`src/rtl/conv_ctrl_pkg.sv`:
```
// Shared constants for the converter digital control block.
// Assumes a single 50 MHz system clock and active-low async reset.
package conv_ctrl_pkg;
  localparam int          DATA_W          = 12;
  localparam int          PIPE_DEPTH      = 6;
  localparam int          FIFO_DEPTH      = 32;
  localparam int          CLK_PERIOD_NS   = 20;
  localparam int          RECOVER_NS      = 300;
  // Least time, rounded up to whole cycles
  localparam int          RECOVER_CYC     = (RECOVER_NS + CLK_PERIOD_NS - 1) / CLK_PERIOD_NS;
  localparam logic [11:0] DATA_RESET      = 12'h000;
  localparam logic [11:0] OUT_HIZ_RESET   = 12'hFFF;
  localparam logic [4:0]  RECOVER_CNT_W0  = 5'h00;
  localparam logic [2:0]  PIPE_CNT_ZERO   = 3'h0;
  typedef enum logic [1:0] {ST_IDLE, ST_RECOVER, ST_RUN} conv_state_t;
endpackage : conv_ctrl_pkg

```
`src/rtl/sample_fifo.sv`:
```
// Parameterised synchronous FIFO with valid/ready on both sides.
// Assumes one clock; read data come out of a register.
`timescale 1ns/1ps
`default_nettype none
module sample_fifo #(
  parameter int WIDTH = 12,
  parameter int DEPTH = 32
) (
  input  wire logic             sys_clk,
  input  wire logic             arst_n,
  input  wire logic [WIDTH-1:0] in_data,
  input  wire logic             in_valid,
  output logic                  in_ready,
  output logic [WIDTH-1:0]      out_data,
  output logic                  out_valid,
  input  wire logic             out_ready,
  input  wire logic             flush
);
  localparam int AW = $clog2(DEPTH);
  logic [WIDTH-1:0] mem [DEPTH];
  logic [AW:0]      wr_ptr;
  logic [AW:0]      rd_ptr;
  logic [AW:0]      next_wr_ptr;
  logic [AW:0]      next_rd_ptr;
  logic             full;
  logic             empty;
  logic             do_wr;
  logic             do_rd;

  ////////////////////////////////////////////////////////////////////////
  // Pointer arithmetic
  always_comb begin
    full        = (wr_ptr[AW] != rd_ptr[AW]) && (wr_ptr[AW-1:0] == rd_ptr[AW-1:0]);
    empty       = (wr_ptr == rd_ptr);
    do_wr       = in_valid && !full && !flush;
    do_rd       = !empty && (!out_valid || out_ready) && !flush;
    next_wr_ptr = flush ? rd_ptr : (do_wr ? wr_ptr + (AW+1)'(1) : wr_ptr);
    next_rd_ptr = do_rd ? rd_ptr + (AW+1)'(1) : rd_ptr;
  end

  // Storage, no reset needed
  always_ff @(posedge sys_clk) begin
    if (do_wr) begin
      mem[wr_ptr[AW-1:0]] <= in_data;
    end
  end

  // Pointers and registered read port
  always_ff @(posedge sys_clk or negedge arst_n) begin
    if (!arst_n) begin
      wr_ptr    <= '0;
      rd_ptr    <= '0;
      out_valid <= 1'b0;
      out_data  <= '0;
      in_ready  <= 1'b0;
    end else begin
      wr_ptr   <= next_wr_ptr;
      rd_ptr   <= next_rd_ptr;
      in_ready <= !((next_wr_ptr[AW] != next_rd_ptr[AW]) &&
                    (next_wr_ptr[AW-1:0] == next_rd_ptr[AW-1:0]));
      if (flush) begin
        out_valid <= 1'b0;
      end else if (do_rd) begin
        out_valid <= 1'b1;
        out_data  <= mem[rd_ptr[AW-1:0]];
      end else if (out_ready) begin
        out_valid <= 1'b0;
      end
    end
  end
endmodule : sample_fifo
`default_nettype wire

```
`src/rtl/conv_ctrl.sv`:
```
// Digital control side of a 12-bit pipelined sampling converter.
// Assumes sample_clk, out_enable_n, power_down_request come from pins
// outside sys_clk's domain; sample_in is the quantiser output, sampled
// with sample_clk rising edges detected in sys_clk.
// How it works
// - Each acquisition is timed only by the sampling clock input.
// - Output enable high puts all data pins in high impedance.
// - Output enable low drives data pins with conversion results.
// - Sampling and pipeline advance continue regardless of output enable.
// - Power-down high holds the converter idle with no valid conversions.
// - Data outputs are undefined during power-down; capture treats them invalid.
// - Entering power-down corrupts pipeline contents; in-flight results are discarded.
// - Analog input acquired on each rising sampling clock edge.
// - Each result appears after six sampling clock cycles of pipeline delay; the output FIFO here adds a seventh.
// - One output word per sampling clock cycle.
// - Twelve offset-binary pins, valid only while enable and power-down low.
`timescale 1ns/1ps
`default_nettype none
module conv_ctrl (
  input  wire logic        sys_clk,
  input  wire logic        arst_n,
  input  wire logic        sample_clk,
  input  wire logic        out_enable_n,
  input  wire logic        power_down_request,
  input  wire logic [11:0] sample_in,
  output logic      [11:0] data_out,
  output logic      [11:0] data_oe_n,
  output logic             data_valid,
  output logic             fifo_full_drop,
  output logic             powered_down
);
  localparam int W = conv_ctrl_pkg::DATA_W;

  logic [2:0]   clk_sync;
  logic [1:0]   oe_sync;
  logic [1:0]   pd_sync;
  logic [W-1:0] in_meta;
  logic [W-1:0] in_sync;
  logic         clk_rise;
  logic         oe_n_s;
  logic         pd_s;

  conv_ctrl_pkg::conv_state_t state;
  conv_ctrl_pkg::conv_state_t next_state;
  logic [4:0]   rec_cnt;
  logic [4:0]   next_rec_cnt;

  logic [W-1:0] pipe_data [conv_ctrl_pkg::PIPE_DEPTH];
  logic [conv_ctrl_pkg::PIPE_DEPTH-1:0] pipe_ok;
  logic [W-1:0] next_pipe_data [conv_ctrl_pkg::PIPE_DEPTH];
  logic [conv_ctrl_pkg::PIPE_DEPTH-1:0] next_pipe_ok;

  logic         push_valid;
  logic         push_ready;
  logic [W-1:0] pop_data;
  logic         pop_valid;
  logic         pop_ready;
  logic         flush;

  logic [W-1:0] next_data_out;
  logic [W-1:0] next_data_oe_n;
  logic         next_data_valid;
  logic         next_drop;

  ////////////////////////////////////////////////////////////////////////
  // Pin synchronisers; first stage feeds only the second
  always_ff @(posedge sys_clk or negedge arst_n) begin
    if (!arst_n) begin
      clk_sync <= 3'h0;
      oe_sync  <= 2'h3;
      pd_sync  <= 2'h3;
      in_meta  <= conv_ctrl_pkg::DATA_RESET;
      in_sync  <= conv_ctrl_pkg::DATA_RESET;
    end else begin
      clk_sync <= {clk_sync[1:0], sample_clk};
      oe_sync  <= {oe_sync[0], out_enable_n};
      pd_sync  <= {pd_sync[0], power_down_request};
      in_meta  <= sample_in;
      in_sync  <= in_meta;
    end
  end

  // Rising edge of the sampling clock, seen past two stages
  always_comb begin
    clk_rise = clk_sync[1] && !clk_sync[2];
    oe_n_s   = oe_sync[1];
    pd_s     = pd_sync[1];
  end

  ////////////////////////////////////////////////////////////////////////
  // Power state: idle, recovering, running
  always_comb begin
    next_state   = state;
    next_rec_cnt = rec_cnt;
    unique case (state)
      conv_ctrl_pkg::ST_IDLE: begin
        next_rec_cnt = conv_ctrl_pkg::RECOVER_CNT_W0;
        if (!pd_s) begin
          next_state = conv_ctrl_pkg::ST_RECOVER;
        end
      end
      conv_ctrl_pkg::ST_RECOVER: begin
        if (pd_s) begin
          next_state = conv_ctrl_pkg::ST_IDLE;
        end else if (rec_cnt == 5'(conv_ctrl_pkg::RECOVER_CYC - 1)) begin
          next_state = conv_ctrl_pkg::ST_RUN;
        end else begin
          next_rec_cnt = rec_cnt + 5'h01;
        end
      end
      conv_ctrl_pkg::ST_RUN: begin
        if (pd_s) begin
          next_state = conv_ctrl_pkg::ST_IDLE;
        end
      end
    endcase
  end

  always_ff @(posedge sys_clk or negedge arst_n) begin
    if (!arst_n) begin
      state   <= conv_ctrl_pkg::ST_IDLE;
      rec_cnt <= conv_ctrl_pkg::RECOVER_CNT_W0;
    end else begin
      state   <= next_state;
      rec_cnt <= next_rec_cnt;
    end
  end

  ////////////////////////////////////////////////////////////////////////
  // Six-stage pipeline, one step per sampling clock rise
  always_comb begin
    next_pipe_data = pipe_data;
    next_pipe_ok   = pipe_ok;
    if (state != conv_ctrl_pkg::ST_RUN) begin
      next_pipe_ok = '0;
    end else if (clk_rise) begin
      next_pipe_data[0] = in_sync;
      next_pipe_ok[0]   = 1'b1;
      for (int i = 1; i < conv_ctrl_pkg::PIPE_DEPTH; i++) begin
        next_pipe_data[i] = pipe_data[i-1];
        next_pipe_ok[i]   = pipe_ok[i-1];
      end
    end
  end

  always_ff @(posedge sys_clk or negedge arst_n) begin
    if (!arst_n) begin
      pipe_ok <= '0;
      for (int i = 0; i < conv_ctrl_pkg::PIPE_DEPTH; i++) begin
        pipe_data[i] <= conv_ctrl_pkg::DATA_RESET;
      end
    end else begin
      pipe_ok   <= next_pipe_ok;
      pipe_data <= next_pipe_data;
    end
  end

  // One word per rise leaves the pipeline into the FIFO
  always_comb begin
    push_valid = clk_rise && pipe_ok[conv_ctrl_pkg::PIPE_DEPTH-1] &&
                 (state == conv_ctrl_pkg::ST_RUN);
    flush      = (state != conv_ctrl_pkg::ST_RUN);
    pop_ready  = clk_rise; // Pins change once per sample period
  end

  sample_fifo #(
    .WIDTH (W),
    .DEPTH (conv_ctrl_pkg::FIFO_DEPTH)
  ) u_fifo (
    .sys_clk   (sys_clk),
    .arst_n    (arst_n),
    .in_data   (pipe_data[conv_ctrl_pkg::PIPE_DEPTH-1]),
    .in_valid  (push_valid),
    .in_ready  (push_ready),
    .out_data  (pop_data),
    .out_valid (pop_valid),
    .out_ready (pop_ready),
    .flush     (flush)
  );

  ////////////////////////////////////////////////////////////////////////
  // Output pins and status
  always_comb begin
    next_data_out   = data_out;
    next_data_valid = data_valid;
    next_drop       = push_valid && !push_ready;
    if (flush) begin
      next_data_valid = 1'b0;
    end else if (clk_rise) begin
      next_data_out   = pop_data;
      next_data_valid = pop_valid && !oe_n_s;
    end
    if (oe_n_s) begin
      next_data_valid = 1'b0;
    end
    next_data_oe_n = {W{oe_n_s}};
  end

  always_ff @(posedge sys_clk or negedge arst_n) begin
    if (!arst_n) begin
      data_out       <= conv_ctrl_pkg::DATA_RESET;
      data_oe_n      <= conv_ctrl_pkg::OUT_HIZ_RESET;
      data_valid     <= 1'b0;
      fifo_full_drop <= 1'b0;
      powered_down   <= 1'b1;
    end else begin
      data_out       <= next_data_out;
      data_oe_n      <= next_data_oe_n;
      data_valid     <= next_data_valid;
      fifo_full_drop <= next_drop;
      powered_down   <= (next_state == conv_ctrl_pkg::ST_IDLE);
    end
  end
endmodule : conv_ctrl
`default_nettype wire

```
`config.mk`:
```
export PLATFORM = sky130hd
export DESIGN_NAME = conv_ctrl
export DESIGN_NICKNAME = d
export VERILOG_FILES = /design/src/rtl/conv_ctrl_pkg.sv /design/src/rtl/sample_fifo.sv /design/src/rtl/conv_ctrl.sv
export SDC_FILE = /design/constraint.sdc
export NUM_CORES = 1
export LEC_CHECK = 0
export ABC_AREA = 1
export BUFFER_PORTS_ARGS = -buffer_cell sky130_fd_sc_hd__buf_2
export CORE_AREA = 10 10 189 280
export DETAILED_ROUTE_END_ITERATION = 12
export DIE_AREA = 0 0 199 290
export SLEW_MARGIN = 30
export SYNTH_ARGS = -nofsm -noshare
export SYNTH_HDL_FRONTEND = slang
export SYNTH_SLANG_ARGS = --single-unit
```
`constraint.sdc`:
```
create_clock -name sys_clk -period 3.1 [get_ports sys_clk]
set_clock_uncertainty 0.05 [all_clocks]
set_input_delay 0.31 -clock sys_clk [delete_from_list [all_inputs] [get_ports sys_clk]]
set_output_delay 0.31 -clock sys_clk [all_outputs]
set_load 0.03 [all_outputs]
```
==> flow_summary.ini <==
[run_status]
status = finished, final reports clean

[synth]
yosysTopAreaCell = edfxtp_1
synthArstFlopShare_pct = 29.15
synth_top_family_by_area = compound AO/OA/AOI/OAI gates
synthXorXnorAreaFrac_pct = 0.2885
synthAdderAreaFrac_pct = 0.5887
synth_top_area_share_pct = 54.25
yosysMostFrequentCell = edfxtp_1
yosysSeqAreaShare_pct = 72.89
yosys.area_share.simple_pct = 10.90
netlist_area_um2 = 21250
synth_seq_cells = 542
synthTopCellsByCount = 384 x edfxtp_1, 268 x nor2_1, 246 x o21ai_0
avgSynthCellArea_um2 = 12.28
syn_nets = 1758
synth_edf_count = 384
synthCells = 1731
ys_types = 36
muxShareOfSynthArea_pct = 0
yosysWarningCount = 0
synth_area_leaders = edfxtp_1 54%, dfrtp_1 18%, o21ai_0 5.8%
synth_ff_type = edfxtp_1
synth_compound_area_share_pct = 10.97

[timing]
setup_tns_ns = 0
layout_min_cycle_time_ns = 2.674
drv_slew = 0
relSlewSlack_pct = 32.59
max_freq_mhz = 374.0
worst_pin_slew_ns = 1.011
setup_viol = 0
finalCritPeriodShare_pct = 86.26
setup_slack_ns = 0.4260
hold_ws_ns = 0.1344
hold_viol = 0
rsz0062_at_grt = no

[placement]
hpwl_mm = 33.67
placed_cells = 2315
place_area_um2 = 22200
portBuffers = 43
pre_cts_slack_ns = 0.4801
place.gp.congestion = 0.9371

[critical_path]
start_kind = flip-flop
crit_cells = 8
required_ns = 3.53
crit_chain = inv_4 > buf_4 > nor2_1 > o22ai_1 > nand2_1 > nand4_1 > nand3_1 > o21ai_0
critPathArrivalTime_ns = 3.10
critPathBufInv = 2
max_stage_delay_ns = 0.53
slowest_stage = dfrtp_4
reg2regPathDepth = 8
path_max_fanout = 60
worstSetupPathType = reg -> reg
crit_family = buffers and inverters
endpoint_kind = flip-flop

[finish]
nNetsFinal = 1807
fin_area_um2 = 23830
layout.cells.non_filler = 2418
drive_gt1_share_pct = 12.49
syn_to_final_growth_pct = 12.10
n_antenna_cell = 0
final_core_util_pct = 50.08

[route]
ant_nets = 0
drt-wirelength-per-cell_um = 22.31
avgViaCountPerCell = 5.578
vias = 13488
drt_iter0_drc = 1290
drc_errors = 0
drt-total-wl_mm = 53.95
first_pass_iters = 5

[clock_network]
ctsHoldBuffers = 16
clockRootBuffer = clkbuf_16
clk_pin_slew_ns = 0.07
cts_inserted_buffers = 47
cts_tree = done
cts_buffer_depth = 3
cts_resized = 0
clkLatencyLatePin_ns = 0.57
clock-sinks = 542
cts.htree.levels = 2
cts_setup_buffers = 0

[power_and_ir_drop]
p_total_mw = 13.68
share_seq_of_total_power_pct = 56.9
powerDensity_nw_per_um2 = 574.2
clkPwrFrac_pct = 41.2
intPower_mw = 10.94
ir_drop_mv = 0.4536
power_frac_comb_pct = 1.9
power.leakage_nw = 9.883
p_sw_share_pct = 20.01
p_sw_mw = 2.737

[die]
rows = 98
dieWidth_um = 199
coreArea_um2 = 47580
start_util_pct = 44.67
die-area_um2 = 57710
die_h_um = 290
io_pins = 44

[global_routing]
grt_overflow = 0
grt_usage_pct = 18.58
grt_pass1_vias = 13592
antenna_found_initial = 0
grt_pass1_wl_mm = 81.25
grt_max_degree = 175

[worst_hold_path]
hp-class = in -> async

[job]
max_cap_violations = 0
==> path summary, 6_finish.rpt <==
path	startpoint	end	slack, ns
worst max-delay path	u_fifo.rd_ptr[0]	u_fifo.out_data[3]	0.43
worst min-delay path	arst_n	clk_sync[0]	0.13
worst max register to register	u_fifo.rd_ptr[0]	u_fifo.out_data[3]	0.43
worst min register to register	clk_sync[0]	clk_sync[1]	0.30
max in group asynchronous	arst_n	pipe_data[2]	1.83
min in group sys_clk	clk_sync[0]	clk_sync[1]	0.30
==> routing by layer <==
layer	global-route usage, %	vias up	part of all wire (%)	wire length, um
li1	-	6237	-	-
met1	21.70	6623	38	20580
met2	32.81	508	52	28050
met3	2.698	120	5.5	2953
met4	8.488	0	4.4	2361
met5	0	-	0	0
==> sequential cells by signal, summed over array words and instances (netlist names), 2 cells and up <==
name / flops
pd_sync: 2
in_sync: 12
u_fifo.mem: 384
in_meta: 12
state: 2
rec_cnt: 5
oe_sync: 2
data_out: 12
pipe_ok: 6
clk_sync: 3
pipe_data: 72
u_fifo.out_data: 12
u_fifo.rd_ptr: 6
u_fifo.wr_ptr: 6
==> power by group through the flow <==
stage	Clock [mW]	Combinational, mW	Sequential, mW
finish	5.63	0.260	7.79
global route	6.01	0.294	7.79
CTS	5.75	0.267	7.79
detailed placement	0	0.250	7.94
global placement	0	0.241	7.94
floorplan	0	0.141	7.93
==> logic make-up after synthesis <==
family / after synthesis
DFF: 542
AOI/OAI and AO/OA: 415
adders and majority gates: 10
buffers and inverters: 215
xor gates and xnor gates: 7
and+or+nand+nor: 542
==> placed cells by master (no fill, tap or decap), drive strengths merged, types with 8 or more instances in the layout <==
cell         netlist  layout
dfrtp            152     152
clkinv             1      24
clkbuf            69      61
edfxtp           384     384
o221ai            42      42
nand3             58      58
nor3               8       8
nor2             273     273
dlygate4sd3        0      16
a21oi             47      47
nand2            171     171
buf               47     100
nand4             29      29
inv               98      98
ha                10      10
o21ai            259     259
o22ai             60      60
==> final cells by class <==
type / count / area (um^2)
Fill cell: 4106 / 23750
Sequential cell: 542 / 15510
Multi-Input combinational cell: 974 / 4847
Clock buffer: 61 / 1295
Timing Repair Buffer: 116 / 872.1
Tap cell: 600 / 750.7
Inverter: 99 / 374.1
Clock inverter: 26 / 175.2
Note: power is estimated with default switching activity, not from simulation.
